$ cat src/pci_cfg_pkg.sv
// constants, field layouts and carrier types of the configuration register bank
// assumes one core clock domain; offsets are configuration byte addresses
package pci_cfg_pkg;

  // register byte offsets
  localparam logic [7:0] OFS_CLASS   = 8'h08;
  localparam logic [7:0] OFS_LAT     = 8'h0c;
  localparam logic [7:0] OFS_IO      = 8'h10;
  localparam logic [7:0] OFS_MEM     = 8'h14;
  localparam logic [7:0] OFS_CIS     = 8'h28;
  localparam logic [7:0] OFS_SUBSYS  = 8'h2c;
  localparam logic [7:0] OFS_ROM     = 8'h30;
  localparam logic [7:0] OFS_CAPHEAD = 8'h34;
  localparam logic [7:0] OFS_IRQ     = 8'h3c;
  localparam logic [7:0] OFS_SCRATCH = 8'h40;
  localparam logic [7:0] OFS_SIG     = 8'h80;
  localparam logic [7:0] OFS_PMCAP   = 8'hc0;
  localparam logic [7:0] OFS_PMCSR   = 8'hc4;

  // writable bit masks per register
  localparam logic [31:0] LAT_WR_MASK     = 32'h0000_ffff;
  localparam logic [31:0] IO_WR_MASK      = 32'hffff_ff00;
  localparam logic [31:0] MEM_WR_MASK     = 32'hffff_fc00;
  localparam logic [31:0] ROM_WR_MASK     = 32'hfffe_0001;
  localparam logic [31:0] IRQ_WR_MASK     = 32'h0000_00ff;
  localparam logic [31:0] SCRATCH_WR_MASK = 32'h0000_ff00;
  localparam logic [31:0] PMCSR_WR_MASK   = 32'h0000_1f03;

  // field positions
  localparam int IO_ADDR_LSB     = 8;
  localparam int MEM_ADDR_LSB    = 10;
  localparam int ROM_ADDR_LSB    = 17;
  localparam int WAKE_STATUS_BIT = 15;
  localparam int WAKE_EN_BIT     = 8;
  localparam int DATA_REPORT_SELECT_LSB        = 9;

  // fixed values and reset values
  localparam logic [31:0] IO_RESET       = 32'h0000_0001;
  localparam logic [7:0]  CAP_HEAD_PTR   = 8'hc0;
  localparam logic [7:0]  IRQ_PIN_CODE   = 8'h01;
  localparam logic [31:0] PM_CAP_WORD    = 32'hfe82_0001;
  localparam logic [1:0]  PSTATE_D0      = 2'b00;
  localparam logic [1:0]  DATA_SCALE_NONE = 2'b00;

  // eeprom reload sequencing, gray along idle-request-wait
  typedef enum logic [1:0] {
    LD_IDLE = 2'b00,
    LD_REQ  = 2'b01,
    LD_WAIT = 2'b11
  } load_state_type;

  // one configuration access
  typedef struct packed {
    logic        wr;
    logic [7:0]  addr;
    logic [3:0]  be;
    logic [31:0] wdata;
  } cfg_req_type;

  // values delivered by the serial eeprom engine
  typedef struct packed {
    logic [15:0] subsys_id_field;
    logic [15:0] subsys_vendor_field;
    logic [7:0]  max_latency_need;
    logic [7:0]  min_grant_need;
    logic [31:0] card_info;
  } eeprom_image_type;

endpackage : pci_cfg_pkg

$ cat src/pci_config_space_regs.sv
// configuration-space register bank: identification, windows, timing,
// interrupt routing, scratch, signature and power management
// assumes the pci target decodes cycles into one-cycle cfg requests on
// the core clock; frame and grant pins are asynchronous and synchronised
//
// Function
// - latency counts from frame; expiry without grant ends tenure
// - io base keeps bits 31:8, reserved 7:1, bit 0 reads one
// - memory base keeps bits 31:10, bits 9:0 read zero
// - rom decodes only with rom enable and memory space enable
// - writing all ones to rom base reads back fffe0001
// - max latency and min grant read-only, loaded from eeprom
// - interrupt pin field always reads 01h
// - scratch byte 15:8 read-write, cleared by reset, rest zero
// - subsystem ids read-only and loaded from eeprom
// - signature is a hard-wired read-only constant
// - class code register read-only with class, subclass, revision, step
// - power capability reads id 01h, next pointer 0, version 010b
// - capability reports d1, d2 and wake from d0 to d3
// - wake status sets on events; write one clears; set wins
// - wake pin driven only when wake enable is one
// - both command wake bits set enable wake packet by default
// - power state field read-write, forced to d0 on power resume
// - data select writable without effect, data scale reads zero
// - card info read-only, reloaded from eeprom after pci reset
// - capabilities pointer reads c0h, upper bits zero
// - memory space enable is command bit 1, supplied as input

`timescale 1ns/1ps
`default_nettype none

module pci_config_space_regs #(
  parameter logic [7:0]  BASE_CLASS  = 8'h02,   // network controller
  parameter logic [7:0]  SUB_CLASS   = 8'h00,   // ethernet
  parameter logic [3:0]  REV_FIELD   = 4'h0,    // arbitrary value
  parameter logic [3:0]  STEP_FIELD  = 4'h1,    // arbitrary value
  parameter logic [15:0] PART_CODE   = 16'h5a5a, // arbitrary value
  parameter logic [15:0] MAKER_CODE  = 16'ha5a5  // arbitrary value
) (
  input  wire logic                          i_core_clk,
  input  wire logic                          i_srst,
  input  wire logic                          i_cfg_valid,
  input  wire pci_cfg_pkg::cfg_req_type      i_cfg_req,
  output logic [31:0]                        o_cfg_rdata,
  output logic                               o_cfg_ack,
  input  wire logic                          i_mem_space_en,
  input  wire logic                          i_frame_n,
  input  wire logic                          i_gnt_n,
  input  wire logic                          i_wake_event,
  input  wire logic                          i_power_resume,
  input  wire logic [1:0]                    i_cmd_wake_bits,
  input  wire logic                          i_eeprom_valid,
  input  wire pci_cfg_pkg::eeprom_image_type i_eeprom_image,
  output logic                               o_eeprom_load_req,
  output logic [23:0]                        o_io_window_addr,
  output logic [21:0]                        o_mem_window_addr,
  output logic [14:0]                        o_rom_window_addr,
  output logic                               o_rom_decode_on,
  output logic [7:0]                         o_line_size_dw,
  output logic [1:0]                         o_power_state_field,
  output logic                               o_pme_oe,
  output logic                               o_tenure_end,
  output logic                               o_wake_pkt_default
);

  // the whole state of the bank
  typedef struct packed {
    logic [7:0]                    line_size_dw;
    logic [7:0]                    bus_tenure_limit;
    logic [23:0]                   io_window_addr;
    logic [21:0]                   mem_window_addr;
    logic [14:0]                   rom_window_addr;
    logic                          rom_enable;
    logic [7:0]                    irq_line_route;
    logic [7:0]                    driver_scratch_byte;
    logic                          wake_status;
    logic                          wake_assert_enable;
    logic [3:0]                    data_report_select;
    logic [1:0]                    power_state_field;
    pci_cfg_pkg::eeprom_image_type image;
    pci_cfg_pkg::load_state_type   load_st;
    logic                          load_req;
    logic [31:0]                   rdata;
    logic                          ack;
    logic                          frame_s1;
    logic                          frame_s2;
    logic                          gnt_s1;
    logic                          gnt_s2;
    logic                          frame_prev;
    logic [7:0]                    tenure_cnt;
    logic                          tenure_run;
    logic                          tenure_end;
    logic                          pme_oe;
    logic                          wake_default;
    logic                          rom_decode;
  } regs_state_type;

  regs_state_type state_q;
  regs_state_type state_d;

  // byte-enable merge limited to the writable bits of a register
  function automatic logic [31:0] merge(input logic [31:0] old_w,
                                        input logic [31:0] new_w,
                                        input logic [3:0]  be,
                                        input logic [31:0] wmask);
    logic [31:0] m;
    m = wmask & {{8{be[3]}}, {8{be[2]}}, {8{be[1]}}, {8{be[0]}}};
    return (old_w & ~m) | (new_w & m);
  endfunction : merge

  // next-state logic: config access, wake, tenure timer, eeprom reload
  always_comb
  begin
    logic        wr;
    logic        rd;
    logic [31:0] lat_w;
    logic [31:0] io_w;
    logic [31:0] mem_w;
    logic [31:0] rom_w;
    logic [31:0] irq_w;
    logic [31:0] scr_w;
    logic [31:0] pmcsr_w;
    logic [31:0] mw;
    logic [31:0] rword;
    logic        wake_clr;
    logic        frame_start;
    state_d  = state_q;
    wr       = i_cfg_valid & i_cfg_req.wr;
    rd       = i_cfg_valid & ~i_cfg_req.wr;
    wake_clr = 1'b0;
    mw       = 32'h0000_0000;
    rword    = 32'h0000_0000;
    frame_start = state_q.frame_s2 & ~state_q.frame_prev;
    lat_w    = {16'h0000, state_q.bus_tenure_limit, state_q.line_size_dw};
    io_w     = {state_q.io_window_addr, 8'h01};
    mem_w    = {state_q.mem_window_addr, 10'h000};
    rom_w    = {state_q.rom_window_addr, 16'h0000,
                state_q.rom_enable};
    irq_w    = {state_q.image.max_latency_need,
                state_q.image.min_grant_need,
                pci_cfg_pkg::IRQ_PIN_CODE, state_q.irq_line_route};
    scr_w    = {16'h0000, state_q.driver_scratch_byte, 8'h00};
    pmcsr_w  = {16'h0000, state_q.wake_status,
                pci_cfg_pkg::DATA_SCALE_NONE,
                state_q.data_report_select, state_q.wake_assert_enable,
                6'h00, state_q.power_state_field};

    // pin synchronisers: first stage feeds only the second
    state_d.frame_s1   = ~i_frame_n;
    state_d.frame_s2   = state_q.frame_s1;
    state_d.gnt_s1     = ~i_gnt_n;
    state_d.gnt_s2     = state_q.gnt_s1;
    state_d.frame_prev = state_q.frame_s2;

    // configuration writes; read-only words take no decode here
    if (wr && i_cfg_req.addr[7:2] == pci_cfg_pkg::OFS_LAT[7:2])
    begin
      mw = merge(lat_w, i_cfg_req.wdata, i_cfg_req.be,
                 pci_cfg_pkg::LAT_WR_MASK);
      state_d.bus_tenure_limit = mw[15:8];
      state_d.line_size_dw     = mw[7:0];
    end
    else if (wr && i_cfg_req.addr[7:2] == pci_cfg_pkg::OFS_IO[7:2])
    begin
      mw = merge(io_w, i_cfg_req.wdata, i_cfg_req.be,
                 pci_cfg_pkg::IO_WR_MASK);
      state_d.io_window_addr = mw[31:pci_cfg_pkg::IO_ADDR_LSB];
    end
    else if (wr && i_cfg_req.addr[7:2] == pci_cfg_pkg::OFS_MEM[7:2])
    begin
      mw = merge(mem_w, i_cfg_req.wdata, i_cfg_req.be,
                 pci_cfg_pkg::MEM_WR_MASK);
      state_d.mem_window_addr = mw[31:pci_cfg_pkg::MEM_ADDR_LSB];
    end
    else if (wr && i_cfg_req.addr[7:2] == pci_cfg_pkg::OFS_ROM[7:2])
    begin
      mw = merge(rom_w, i_cfg_req.wdata, i_cfg_req.be,
                 pci_cfg_pkg::ROM_WR_MASK);
      state_d.rom_window_addr = mw[31:pci_cfg_pkg::ROM_ADDR_LSB];
      state_d.rom_enable      = mw[0];
    end
    else if (wr && i_cfg_req.addr[7:2] == pci_cfg_pkg::OFS_IRQ[7:2])
    begin
      mw = merge(irq_w, i_cfg_req.wdata, i_cfg_req.be,
                 pci_cfg_pkg::IRQ_WR_MASK);
      state_d.irq_line_route = mw[7:0];
    end
    else if (wr && i_cfg_req.addr[7:2] == pci_cfg_pkg::OFS_SCRATCH[7:2])
    begin
      mw = merge(scr_w, i_cfg_req.wdata, i_cfg_req.be,
                 pci_cfg_pkg::SCRATCH_WR_MASK);
      state_d.driver_scratch_byte = mw[15:8];
    end
    else if (wr && i_cfg_req.addr[7:2] == pci_cfg_pkg::OFS_PMCSR[7:2])
    begin
      mw = merge(pmcsr_w, i_cfg_req.wdata, i_cfg_req.be,
                 pci_cfg_pkg::PMCSR_WR_MASK);
      state_d.data_report_select = mw[12:pci_cfg_pkg::DATA_REPORT_SELECT_LSB];
      state_d.wake_assert_enable = mw[pci_cfg_pkg::WAKE_EN_BIT];
      state_d.power_state_field  = mw[1:0];
      wake_clr = i_cfg_req.be[1] &
                 i_cfg_req.wdata[pci_cfg_pkg::WAKE_STATUS_BIT];
    end

    // read decode; unmapped and reserved words read zero
    if (i_cfg_req.addr[7:2] == pci_cfg_pkg::OFS_CLASS[7:2])
      rword = {BASE_CLASS, SUB_CLASS, 8'h00,
               REV_FIELD, STEP_FIELD};
    else if (i_cfg_req.addr[7:2] == pci_cfg_pkg::OFS_LAT[7:2])
      rword = lat_w;
    else if (i_cfg_req.addr[7:2] == pci_cfg_pkg::OFS_IO[7:2])
      rword = io_w;
    else if (i_cfg_req.addr[7:2] == pci_cfg_pkg::OFS_MEM[7:2])
      rword = mem_w;
    else if (i_cfg_req.addr[7:2] == pci_cfg_pkg::OFS_CIS[7:2])
      rword = state_q.image.card_info;
    else if (i_cfg_req.addr[7:2] == pci_cfg_pkg::OFS_SUBSYS[7:2])
      rword = {state_q.image.subsys_id_field,
               state_q.image.subsys_vendor_field};
    else if (i_cfg_req.addr[7:2] == pci_cfg_pkg::OFS_ROM[7:2])
      rword = rom_w;
    else if (i_cfg_req.addr[7:2] == pci_cfg_pkg::OFS_CAPHEAD[7:2])
      rword = {24'h00_0000, pci_cfg_pkg::CAP_HEAD_PTR};
    else if (i_cfg_req.addr[7:2] == pci_cfg_pkg::OFS_IRQ[7:2])
      rword = irq_w;
    else if (i_cfg_req.addr[7:2] == pci_cfg_pkg::OFS_SCRATCH[7:2])
      rword = scr_w;
    else if (i_cfg_req.addr[7:2] == pci_cfg_pkg::OFS_SIG[7:2])
      rword = {PART_CODE, MAKER_CODE};
    else if (i_cfg_req.addr[7:2] == pci_cfg_pkg::OFS_PMCAP[7:2])
      rword = pci_cfg_pkg::PM_CAP_WORD;
    else if (i_cfg_req.addr[7:2] == pci_cfg_pkg::OFS_PMCSR[7:2])
      rword = pmcsr_w;
    else
      rword = 32'h0000_0000;
    if (rd)
      state_d.rdata = rword;
    state_d.ack = i_cfg_valid;

    // wake status: a new event beats a same-cycle clear
    state_d.wake_status = i_wake_event |
                          (state_q.wake_status & ~wake_clr);
    state_d.pme_oe = state_d.wake_status &
                     state_d.wake_assert_enable;
    // power resume overrides any write in the same cycle
    if (i_power_resume)
      state_d.power_state_field = pci_cfg_pkg::PSTATE_D0;
    state_d.wake_default = &i_cmd_wake_bits;
    state_d.rom_decode = state_q.rom_enable &
                         i_mem_space_en;

    // tenure timer, counting core clocks from the start of frame
    if (frame_start)
    begin
      state_d.tenure_cnt = state_q.bus_tenure_limit;
      state_d.tenure_run = 1'b1;
    end
    else if (!state_q.frame_s2)
      state_d.tenure_run = 1'b0;
    else if (state_q.tenure_run && state_q.tenure_cnt != 8'h00)
      state_d.tenure_cnt = state_q.tenure_cnt - 8'h01;
    state_d.tenure_end = state_q.tenure_run &
                         (state_q.tenure_cnt == 8'h00) &
                         state_q.frame_s2 & ~state_q.gnt_s2;

    // eeprom reload once after every pci reset
    case (state_q.load_st)
      pci_cfg_pkg::LD_REQ:
      begin
        state_d.load_st  = pci_cfg_pkg::LD_WAIT;
        state_d.load_req = 1'b0;
      end
      pci_cfg_pkg::LD_WAIT:
      begin
        if (i_eeprom_valid)
        begin
          state_d.image   = i_eeprom_image;
          state_d.load_st = pci_cfg_pkg::LD_IDLE;
        end
      end
      default:
      begin
        state_d.load_st = pci_cfg_pkg::LD_IDLE;
      end
    endcase
  end

  // state register; hardware reset clears everything including scratch, but raises the eeprom reload request
  always_ff @(posedge i_core_clk)
  begin
    if (i_srst)
    begin
      state_q                <= '0;
      state_q.io_window_addr <= pci_cfg_pkg::IO_RESET[31:8];
      state_q.load_st        <= pci_cfg_pkg::LD_REQ;
      state_q.load_req       <= 1'b1;
    end
    else
      state_q <= state_d;
  end

  // outputs straight from flops
  assign o_cfg_rdata         = state_q.rdata;
  assign o_cfg_ack           = state_q.ack;
  assign o_eeprom_load_req   = state_q.load_req;
  assign o_io_window_addr    = state_q.io_window_addr;
  assign o_mem_window_addr   = state_q.mem_window_addr;
  assign o_rom_window_addr   = state_q.rom_window_addr;
  assign o_rom_decode_on     = state_q.rom_decode;
  assign o_line_size_dw      = state_q.line_size_dw;
  assign o_power_state_field = state_q.power_state_field;
  assign o_pme_oe            = state_q.pme_oe;
  assign o_tenure_end        = state_q.tenure_end;
  assign o_wake_pkt_default  = state_q.wake_default;
endmodule : pci_config_space_regs

`default_nettype wire

$ cat config.mk
export PLATFORM = sky130hd
export DESIGN_NAME = pci_config_space_regs
export DESIGN_NICKNAME = d
export VERILOG_FILES = /design/src/pci_cfg_pkg.sv /design/src/pci_config_space_regs.sv
export SDC_FILE = /design/constraint.sdc
export NUM_CORES = 1
export LEC_CHECK = 0
export BUFFER_PORTS_ARGS = -buffer_cell sky130_fd_sc_hd__buf_4
export CELL_PAD_IN_SITES_DETAIL_PLACEMENT = 2
export CELL_PAD_IN_SITES_GLOBAL_PLACEMENT = 2
export CORE_MARGIN = 10
export CORE_UTILIZATION = 34
export DETAILED_ROUTE_END_ITERATION = 10
export GPL_TIMING_DRIVEN = 0
export PLACE_DENSITY = 0.87
export SLEW_MARGIN = 20
export SYNTH_ARGS = -nofsm -noshare
export SYNTH_HDL_FRONTEND = slang
export SYNTH_SLANG_ARGS = --single-unit
$ cat constraint.sdc
create_clock -name i_core_clk -period 4.1 [get_ports i_core_clk]
set_input_delay 0.82 -clock i_core_clk [delete_from_list [all_inputs] [get_ports i_core_clk]]
set_output_delay 0.82 -clock i_core_clk [all_outputs]
set_load 0.01 [all_outputs]
-- Word-level counts from Yosys, hierarchy flattened
Index checks and enable logic that the tools add are counted.
- add/subtract/negate cells: 1
- $mul: 0
- div/mod/pow operators: 0
- $lt $le $gt $ge: 0
- equal/unequal tests: 17
- shift operators: 0
- mux-type cells: 33
- bitwise gates (word level): 51
- reduce and logical (&&, ||, !) cells: 22
- operators with widths (cell ; number):
    $mux W32 ; 12
    $and A32 B32 Y32 ; 6
    $not A32 Y32 ; 3
    $or A32 B32 Y32 ; 3
    $and A16 B16 Y16 ; 4
    $mux W7 ; 7
    $not A16 Y16 ; 2
    $or A16 B16 Y16 ; 2
    $eq A6 B4 Y1 const B ; 5
    $and A13 B13 Y13 ; 2
    $eq A6 B6 Y1 const B ; 3
    $and A8 B8 Y8 ; 2
    $mux W16 ; 1
    $mux W8 ; 2
    $not A13 Y13 ; 1
    $or A13 B13 Y13 ; 1
    $eq A6 B2 Y1 const B ; 2
    $eq A6 B3 Y1 const B ; 2
    $not A1 Y1 ; 12
    $and A1 B1 Y1 ; 10
    $mux W9 ; 1
    $logic_and A1 B1 Y1 ; 8
    $logic_not A8 Y1 ; 1
    $mux W1 ; 8
    20 further kinds ; 24
- bits in registers: 236
- bits in latches: 0
- RAM bits: 0
- memory bits (read-only): 0
- memories kept: 0

-- Depth between registers and ports, before layout
Gate-level depths: netlist (run 1).
- word-level depth: 14
- mapped depth: 8
- depth with buffers taken out: 6

-- Worst setup path before layout (run 1)
Ideal clock, no wire load.
- path type: in2reg
- start: in i_cfg_req[42] in the netlist's numbering
- end: reg with a tool-made name
- setup time: 128 ps
- arrival: 2295 ps
- data required time: 3972 ps
- setup slack: 1677 ps
- stages on the path: 7
- buffers on the path: 3
- cell sequence: buf_6 > or4b_4 > buf_6 > or3_1 > buf_2 > mux2i_1 > nor2_1
- RTL lines (element ; RTL line ; source):
    start: declaration ; pci_config_space_regs.sv:43 ; input wire pci_cfg_pkg::cfg_req_type i_cfg_req,

-- Worst setup path in the final report (run 1)
- start: in i_cfg_req[44] in the netlist's numbering
- end: reg state_q, in the netlist o_cfg_rdata[4]
- cells in the longest elaborated chain, start to end: 2
- ends and longest elaborated chain (element ; RTL line ; source):
    $not A1 Y1 ; pci_config_space_regs.sv:129 ; rd = i_cfg_valid & ~i_cfg_req.wr;
    $and A1 B1 Y1 ; pci_config_space_regs.sv:129 ;
    end signal: assignment ; pci_config_space_regs.sv:299 ; state_q <= state_d;
    end: declaration ; pci_config_space_regs.sv:98 ; regs_state_type state_q;
No other way between the ends.
A chain may end at the register's enable or synchronous reset.

==> results of run 1 <==
## layout by cell type (no fill, tap or decap), types with 6 or more instances in the layout
cell,synthesis,routed
nand2_1,231,231
buf_2,11,11
clkbuf_1,56,60
mux2i_1,88,88
buf_4,108,346
a211oi_1,10,10
and3_1,9,9
a222oi_1,10,10
a21oi_1,137,137
o22ai_1,14,14
o221ai_1,6,6
dfxtp_1,236,236
nor3_1,14,12
nor2b_1,11,11
clkbuf_16,0,27
a22oi_1,16,16
a22o_1,7,7
nand2b_1,10,10
a221oi_1,22,22
inv_1,6,6
nor2_1,111,111
nand3_1,15,15
o21ai_0,47,47
## layer usage
metal  routed length [um]  track usage  up-vias  part of all wire
li1                     -            -     4902                 -
met1                22500        0.336     5708              0.40
met2                26800        0.470      581              0.48
met3                 4250       0.0488      155             0.076
met4                 2370        0.107        0             0.042
met5                    0            0        -                 0
## path summary, 6_finish.rpt
path | cells after the start | end
setup / recovery | 7 | o_cfg_rdata[4]
hold / removal | 2 | state_d[16]
setup reg to reg | 6 | state_q[12]
hold reg to reg | 1 | o_tenure_end
## synth_stat cells, drive strengths merged, types with 11 or more instances
master / instances / area [um^2]
dfxtp: 236 / 4720
nand2: 231 / 867
a21oi: 137 / 686
buf: 128 / 937
nor2: 119 / 482
mux2i: 88 / 881
clkbuf: 56 / 210
o21ai: 50 / 250
a221oi: 24 / 223
nor3: 19 / 139
a22oi: 16 / 120
nand3: 15 / 75.1
o22ai: 14 / 87.6
a211oi: 11 / 87.6
nor2b: 11 / 68.8
## final cells by class
type | count | area [um^2]
Tap cell | 402 | 503
Inverter | 6 | 22.5
Multi-Input combinational cell | 853 | 4960
Sequential cell | 236 | 4720
Antenna cell | 2 | 5.00
Clock inverter | 11 | 190
Clock buffer | 35 | 746
Fill cell | 3507 | 17400
Buffer | 184 | 1150
Timing Repair Buffer | 238 | 1790
## stage by stage
step,util,total power [W],instances,cell area (um^2)
finish,0.448,0.00549,1967,14100
global route,0.447,0.00563,1966,14100
CTS,0.447,0.00548,1965,14100
detailed placement,0.418,0.00289,1919,13100
global placement,0.417,0.00287,1919,13100
floorplan,-,0.00263,1279,10800
## cell families after synthesis
family | share of synthesized area
buffers and inverters | 0.108
multiplexers | 0.0823
AO/OA/AOI/OAI | 0.181
XOR/XNOR | 0.00404
flip-flops | 0.436
AND/OR/NAND/NOR | 0.187
adder cells (fa/ha/maj) | 0.00231
## power by group through the flow
stage	Sequential, W	Clock [W]	Combinational, W
6_report	0.00239	0.00262	0.000479
5_1_grt	0.00239	0.00273	0.000509
4_1_cts	0.00238	0.00262	0.000471
3_5_place_dp	0.00243	0	0.000460
3_3_place_gp	0.00243	0	0.000441
2_1_floorplan	0.00241	0	0.000212
==> flow_summary.json, run 1 <==
{
  "cts-buffers-inserted": 27,
  "synth_edf_count": 0,
  "die_w_um": 199,
  "antenna_found_initial": 3,
  "crit_top_cell": "clkbuf_1",
  "grt_pass1_vias": 12428,
  "hp-start": "i_frame_n",
  "ant_nets": 0,
  "power.density_mw_per_mm2": 390,
  "period_needed_ns": 2.89,
  "cts_root_buf": "clkbuf_16",
  "synth-seq-area-share": 0.436,
  "vdd_drop_max_mv": 0.269,
  "sequentialPowerShare": 0.435,
  "gp_congestion": 0.903,
  "drv_slew": 0,
  "grt_pass1_wl_um": 82400,
  "avgSynthCellArea_um2": 8.48,
  "rr_startpoint": "state_q[5]",
  "wl_per_cell_um": 28.4,
  "hpwlAfterDp_um": 40900,
  "endpoint_kind": "flip-flop",
  "cts_setup_buffers": 0,
  "place_ws_ns": 0.892,
  "p_sw_w": 0.00138,
  "r2r_setup_slack_ns": 1.96,
  "start_util": 0.345,
  "pwr-share-comb": 0.087,
  "sw_frac_of_total": 0.251,
  "ys_ff_latch": 236,
  "gr-total-overflow": 0,
  "critPathKind": "in2reg",
  "hold_viol": 0,
  "num_rows": 65,
  "drive_gt1_frac": 0.276,
  "firstDrtPassIters": 7,
  "via_count": 11346,
  "slew_headroom": 0.306,
  "tightestPinTransition_ns": 1.04,
  "ys.warnings.count": 0,
  "setup-violations-final": 0,
  "cp_top_family": "buffers and inverters",
  "clock-sinks": 236,
  "skew_ns": 0.0195,
  "status": "finished clean",
  "tns_ns": 0,
  "path_cells": "buf_4, nand2b_1, clkbuf_1, clkbuf_1, clkbuf_1, a21oi_1, o22ai_1",
  "hold_buffers": 0,
  "critPathRequiredTime_ns": 4.54,
  "drc": 0,
  "p_leak_nw": 5.78,
  "holdWs_ns": 0.421,
  "cts_tree": "yes",
  "dieArea_mm2": 0.0394,
  "worstSetupStartpoint": "i_cfg_req[44]",
  "internal-power_w": 0.00411,
  "min_path_type": "in2reg",
  "avgViaCountPerCell": 5.77,
  "rsz0062_at_grt": "false",
  "netlist_area_mm2": 0.0108,
  "worst_path_max_delay_cell": "clkbuf_1",
  "syn_inst": 1279,
  "drt_wl_total_um": 55900,
  "post_cts_resize_count": 0,
  "crit_fanout": 10,
  "drt_iter0_drc": 1023,
  "finalCritPeriodShare": 0.705,
  "fmax_mhz": 346,
  "clockBufferDepth": 3,
  "max_stage_delay_ns": 0.70,
  "port_buffers": 238,
  "final_nets": 1684,
  "synthFlopType": "dfxtp_1",
  "h-tree-depth": 1,
  "clk_latency_ns": 0.55,
  "postSynth.asyncResetShare": 0,
  "path_clk_slew_ns": 0.07,
  "worst_setup_path_start_kind": "input port",
  "fin_ws_ns": 1.21,
  "area_growth_pct": 29.9,
  "maxCapViolCount": 0,
  "io_pins": 245,
  "arrival_ns": 3.33,
  "power_frac_clock": 0.478,
  "syn_nets": 1417,
  "fp.dieH_um": 199,
  "grt.total_usage": 0.275,
  "ys_types": 70,
  "core_mm2": 0.0315,
  "grt_max_degree": 14,
  "critPathBufInv": 4
}
Power figures use the tool's default switching activity.
==> run 2, diff against run 1 <==
--- a/config.mk
+++ b/config.mk
@@ -9,10 +9,10 @@
 export CELL_PAD_IN_SITES_DETAIL_PLACEMENT = 2
 export CELL_PAD_IN_SITES_GLOBAL_PLACEMENT = 2
 export CORE_MARGIN = 10
-export CORE_UTILIZATION = 34
+export CORE_UTILIZATION = 29
 export DETAILED_ROUTE_END_ITERATION = 10
 export GPL_TIMING_DRIVEN = 0
-export PLACE_DENSITY = 0.87
+export PLACE_DENSITY = 0.79
 export SLEW_MARGIN = 20
 export SYNTH_ARGS = -nofsm -noshare
 export SYNTH_HDL_FRONTEND = slang
==> constraint.sdc (replaced) <==
create_clock -name i_core_clk -period 2.3 [get_ports i_core_clk]
set_input_delay 0.46 -clock i_core_clk [delete_from_list [all_inputs] [get_ports i_core_clk]]
set_output_delay 0.46 -clock i_core_clk [all_outputs]
set_load 0.01 [all_outputs]
==> run 2 against run 1 <==
Power grew 86%. Clock power grew 96%. Clock skew shrank 0.010 ns. Wire length shrank 7.1%. Via count shrank 5.8%. Combinational power grew 74%. Final cell count grew 3.5%. Die area grew 15%. Sequential power grew 78%. Largest power group unchanged.
==> flow_summary.json, run 2 (synthesized netlist as in run 1, its figures left out) <==
{
  "critPathKind": "in2reg",
  "crit_fanout": 10,
  "maxCapViolCount": 0,
  "core_mm2": 0.0368,
  "die_w_um": 213,
  "mostFrequentLayoutCell": "buf_4",
  "via_count": 10685,
  "drv_slew": 0,
  "antenna_found_initial": 1,
  "stdcell_count": 2036,
  "fp.dieH_um": 213,
  "dp.cells": 1985,
  "endpoint_kind": "flip-flop",
  "cts_tree": "yes",
  "final_nets": 1685,
  "post-route-util": 0.389,
  "grt_pass1_wl_um": 76000,
  "busiest_layer": "met2",
  "drt_iter0_drc": 732,
  "ant_nets": 0,
  "clock-sinks": 236,
  "mostFrequentLayoutCells": "346 x buf_4, 236 x dfxtp_1, 230 x nand2_1",
  "critPathRequiredTime_ns": 2.77,
  "path_clk_slew_ns": 0.06,
  "use_met3": 0.0431,
  "worst_setup_path_start_kind": "input port",
  "grt_pass1_vias": 11645,
  "io_pins": 245,
  "min_path_type": "in2reg",
  "p_leak_nw": 5.85,
  "h-tree-depth": 1,
  "fmax_mhz": 447,
  "power.density_mw_per_mm2": 714,
  "vdd_drop_max_mv": 0.504,
  "cts-buffers-inserted": 28,
  "skew_ns": 0.00918,
  "holdWs_ns": 0.0623,
  "avgViaCountPerCell": 5.25,
  "grt_max_degree": 14,
  "setup-violations-final": 0,
  "period_needed_ns": 2.24,
  "drt_wl_total_um": 51900,
  "num_rows": 70,
  "port_buffers": 238,
  "power_w": 0.0102,
  "met2_usage": 0.381,
  "slew_headroom": 0.307,
  "hpwlAfterDp_um": 40600,
  "wl_per_cell_um": 25.5,
  "tightestPinTransition_ns": 1.03,
  "sequentialPowerShare": 0.415,
  "dieArea_mm2": 0.0455,
  "finalCritPeriodShare": 0.973,
  "grt_util_met1": 0.278,
  "clk_latency_ns": 0.55,
  "firstDrtPassIters": 6,
  "status": "finished clean",
  "sw_frac_of_total": 0.240,
  "arrival_ns": 2.71,
  "area_growth_pct": 32.0,
  "internal-power_w": 0.00777,
  "hold_viol": 0,
  "final_cell_area_mm2": 0.0143,
  "gp_congestion": 0.898,
  "p_sw_w": 0.00245,
  "start_util": 0.295,
  "place_area_mm2": 0.0132,
  "power_frac_clock": 0.503,
  "drc": 0,
  "clockBufferDepth": 3,
  "cts_root_buf": "clkbuf_16",
  "hold_buffers": 0,
  "rsz0062_at_grt": "false",
  "drive_gt1_frac": 0.281,
  "gr-total-overflow": 0,
  "grt.total_usage": 0.221,
  "pwr-share-comb": 0.081
}
[run 2: path summary, 6_finish.rpt]
kind              cells after the start  slack, ns        endpoint          start
setup / recovery                      8       0.06  o_cfg_rdata[5]  i_cfg_req[41]
setup reg to reg                      5       0.40     state_q[10]     state_q[7]
hold reg to reg                       1       0.42    o_tenure_end    state_q[14]
hold / removal                        2       0.06     state_d[14]        i_gnt_n
[run 2: cell type report]
class | instances | area (um^2)
inverters | 6 | 22.5
fillers | 4149 | 22500
clock inverters | 14 | 274
clock buffers | 36 | 782
repair buffers | 238 | 1790
multi-input cells | 853 | 4990
diodes | 1 | 2.50
plain buffers | 184 | 1150
well taps | 468 | 586
flip-flops and latches | 236 | 4720
[run 2: critical path, stage by stage]
cell	delay [ns]
buf_6	0.15
or3b_1	0.36
buf_4	0.19
nor3_2	0.57
buf_2	0.41
a22o_1	0.19
o221ai_1	0.15
a21oi_1	0.22
[run 2: power groups by stage]
stage	logic [W]	clock network (W)	registers (W)
CTS	0.000833	0.00519	0.00425
detailed placement	0.000823	0	0.00434
global placement	0.000800	0	0.00433
finish	0.000833	0.00514	0.00425
global route	0.000900	0.00537	0.00425
floorplan	0.000378	0	0.00430
[run 2: layer usage]
layer / part of all wire / up-vias
li1: - / 4911
met1: 0.42 / 5327
met2: 0.49 / 382
met3: 0.071 / 65
met4: 0.021 / 0
met5: 0 / -
[run 2: what timing repair did]
action	4_1_cts	5_1_grt
setup endpoints to repair	17	13
resized for setup	4	3
setup buffers	0	0
[run 2: through the flow]
stage / setup TNS, ns / setup WS (ns)
global route: 0 / 0.0193
floorplan: 0 / 0.237
finish: 0 / 0.0616
CTS: 0 / 0.0905
global placement: -36.91 / -0.535
detailed placement: -45.48 / -0.707
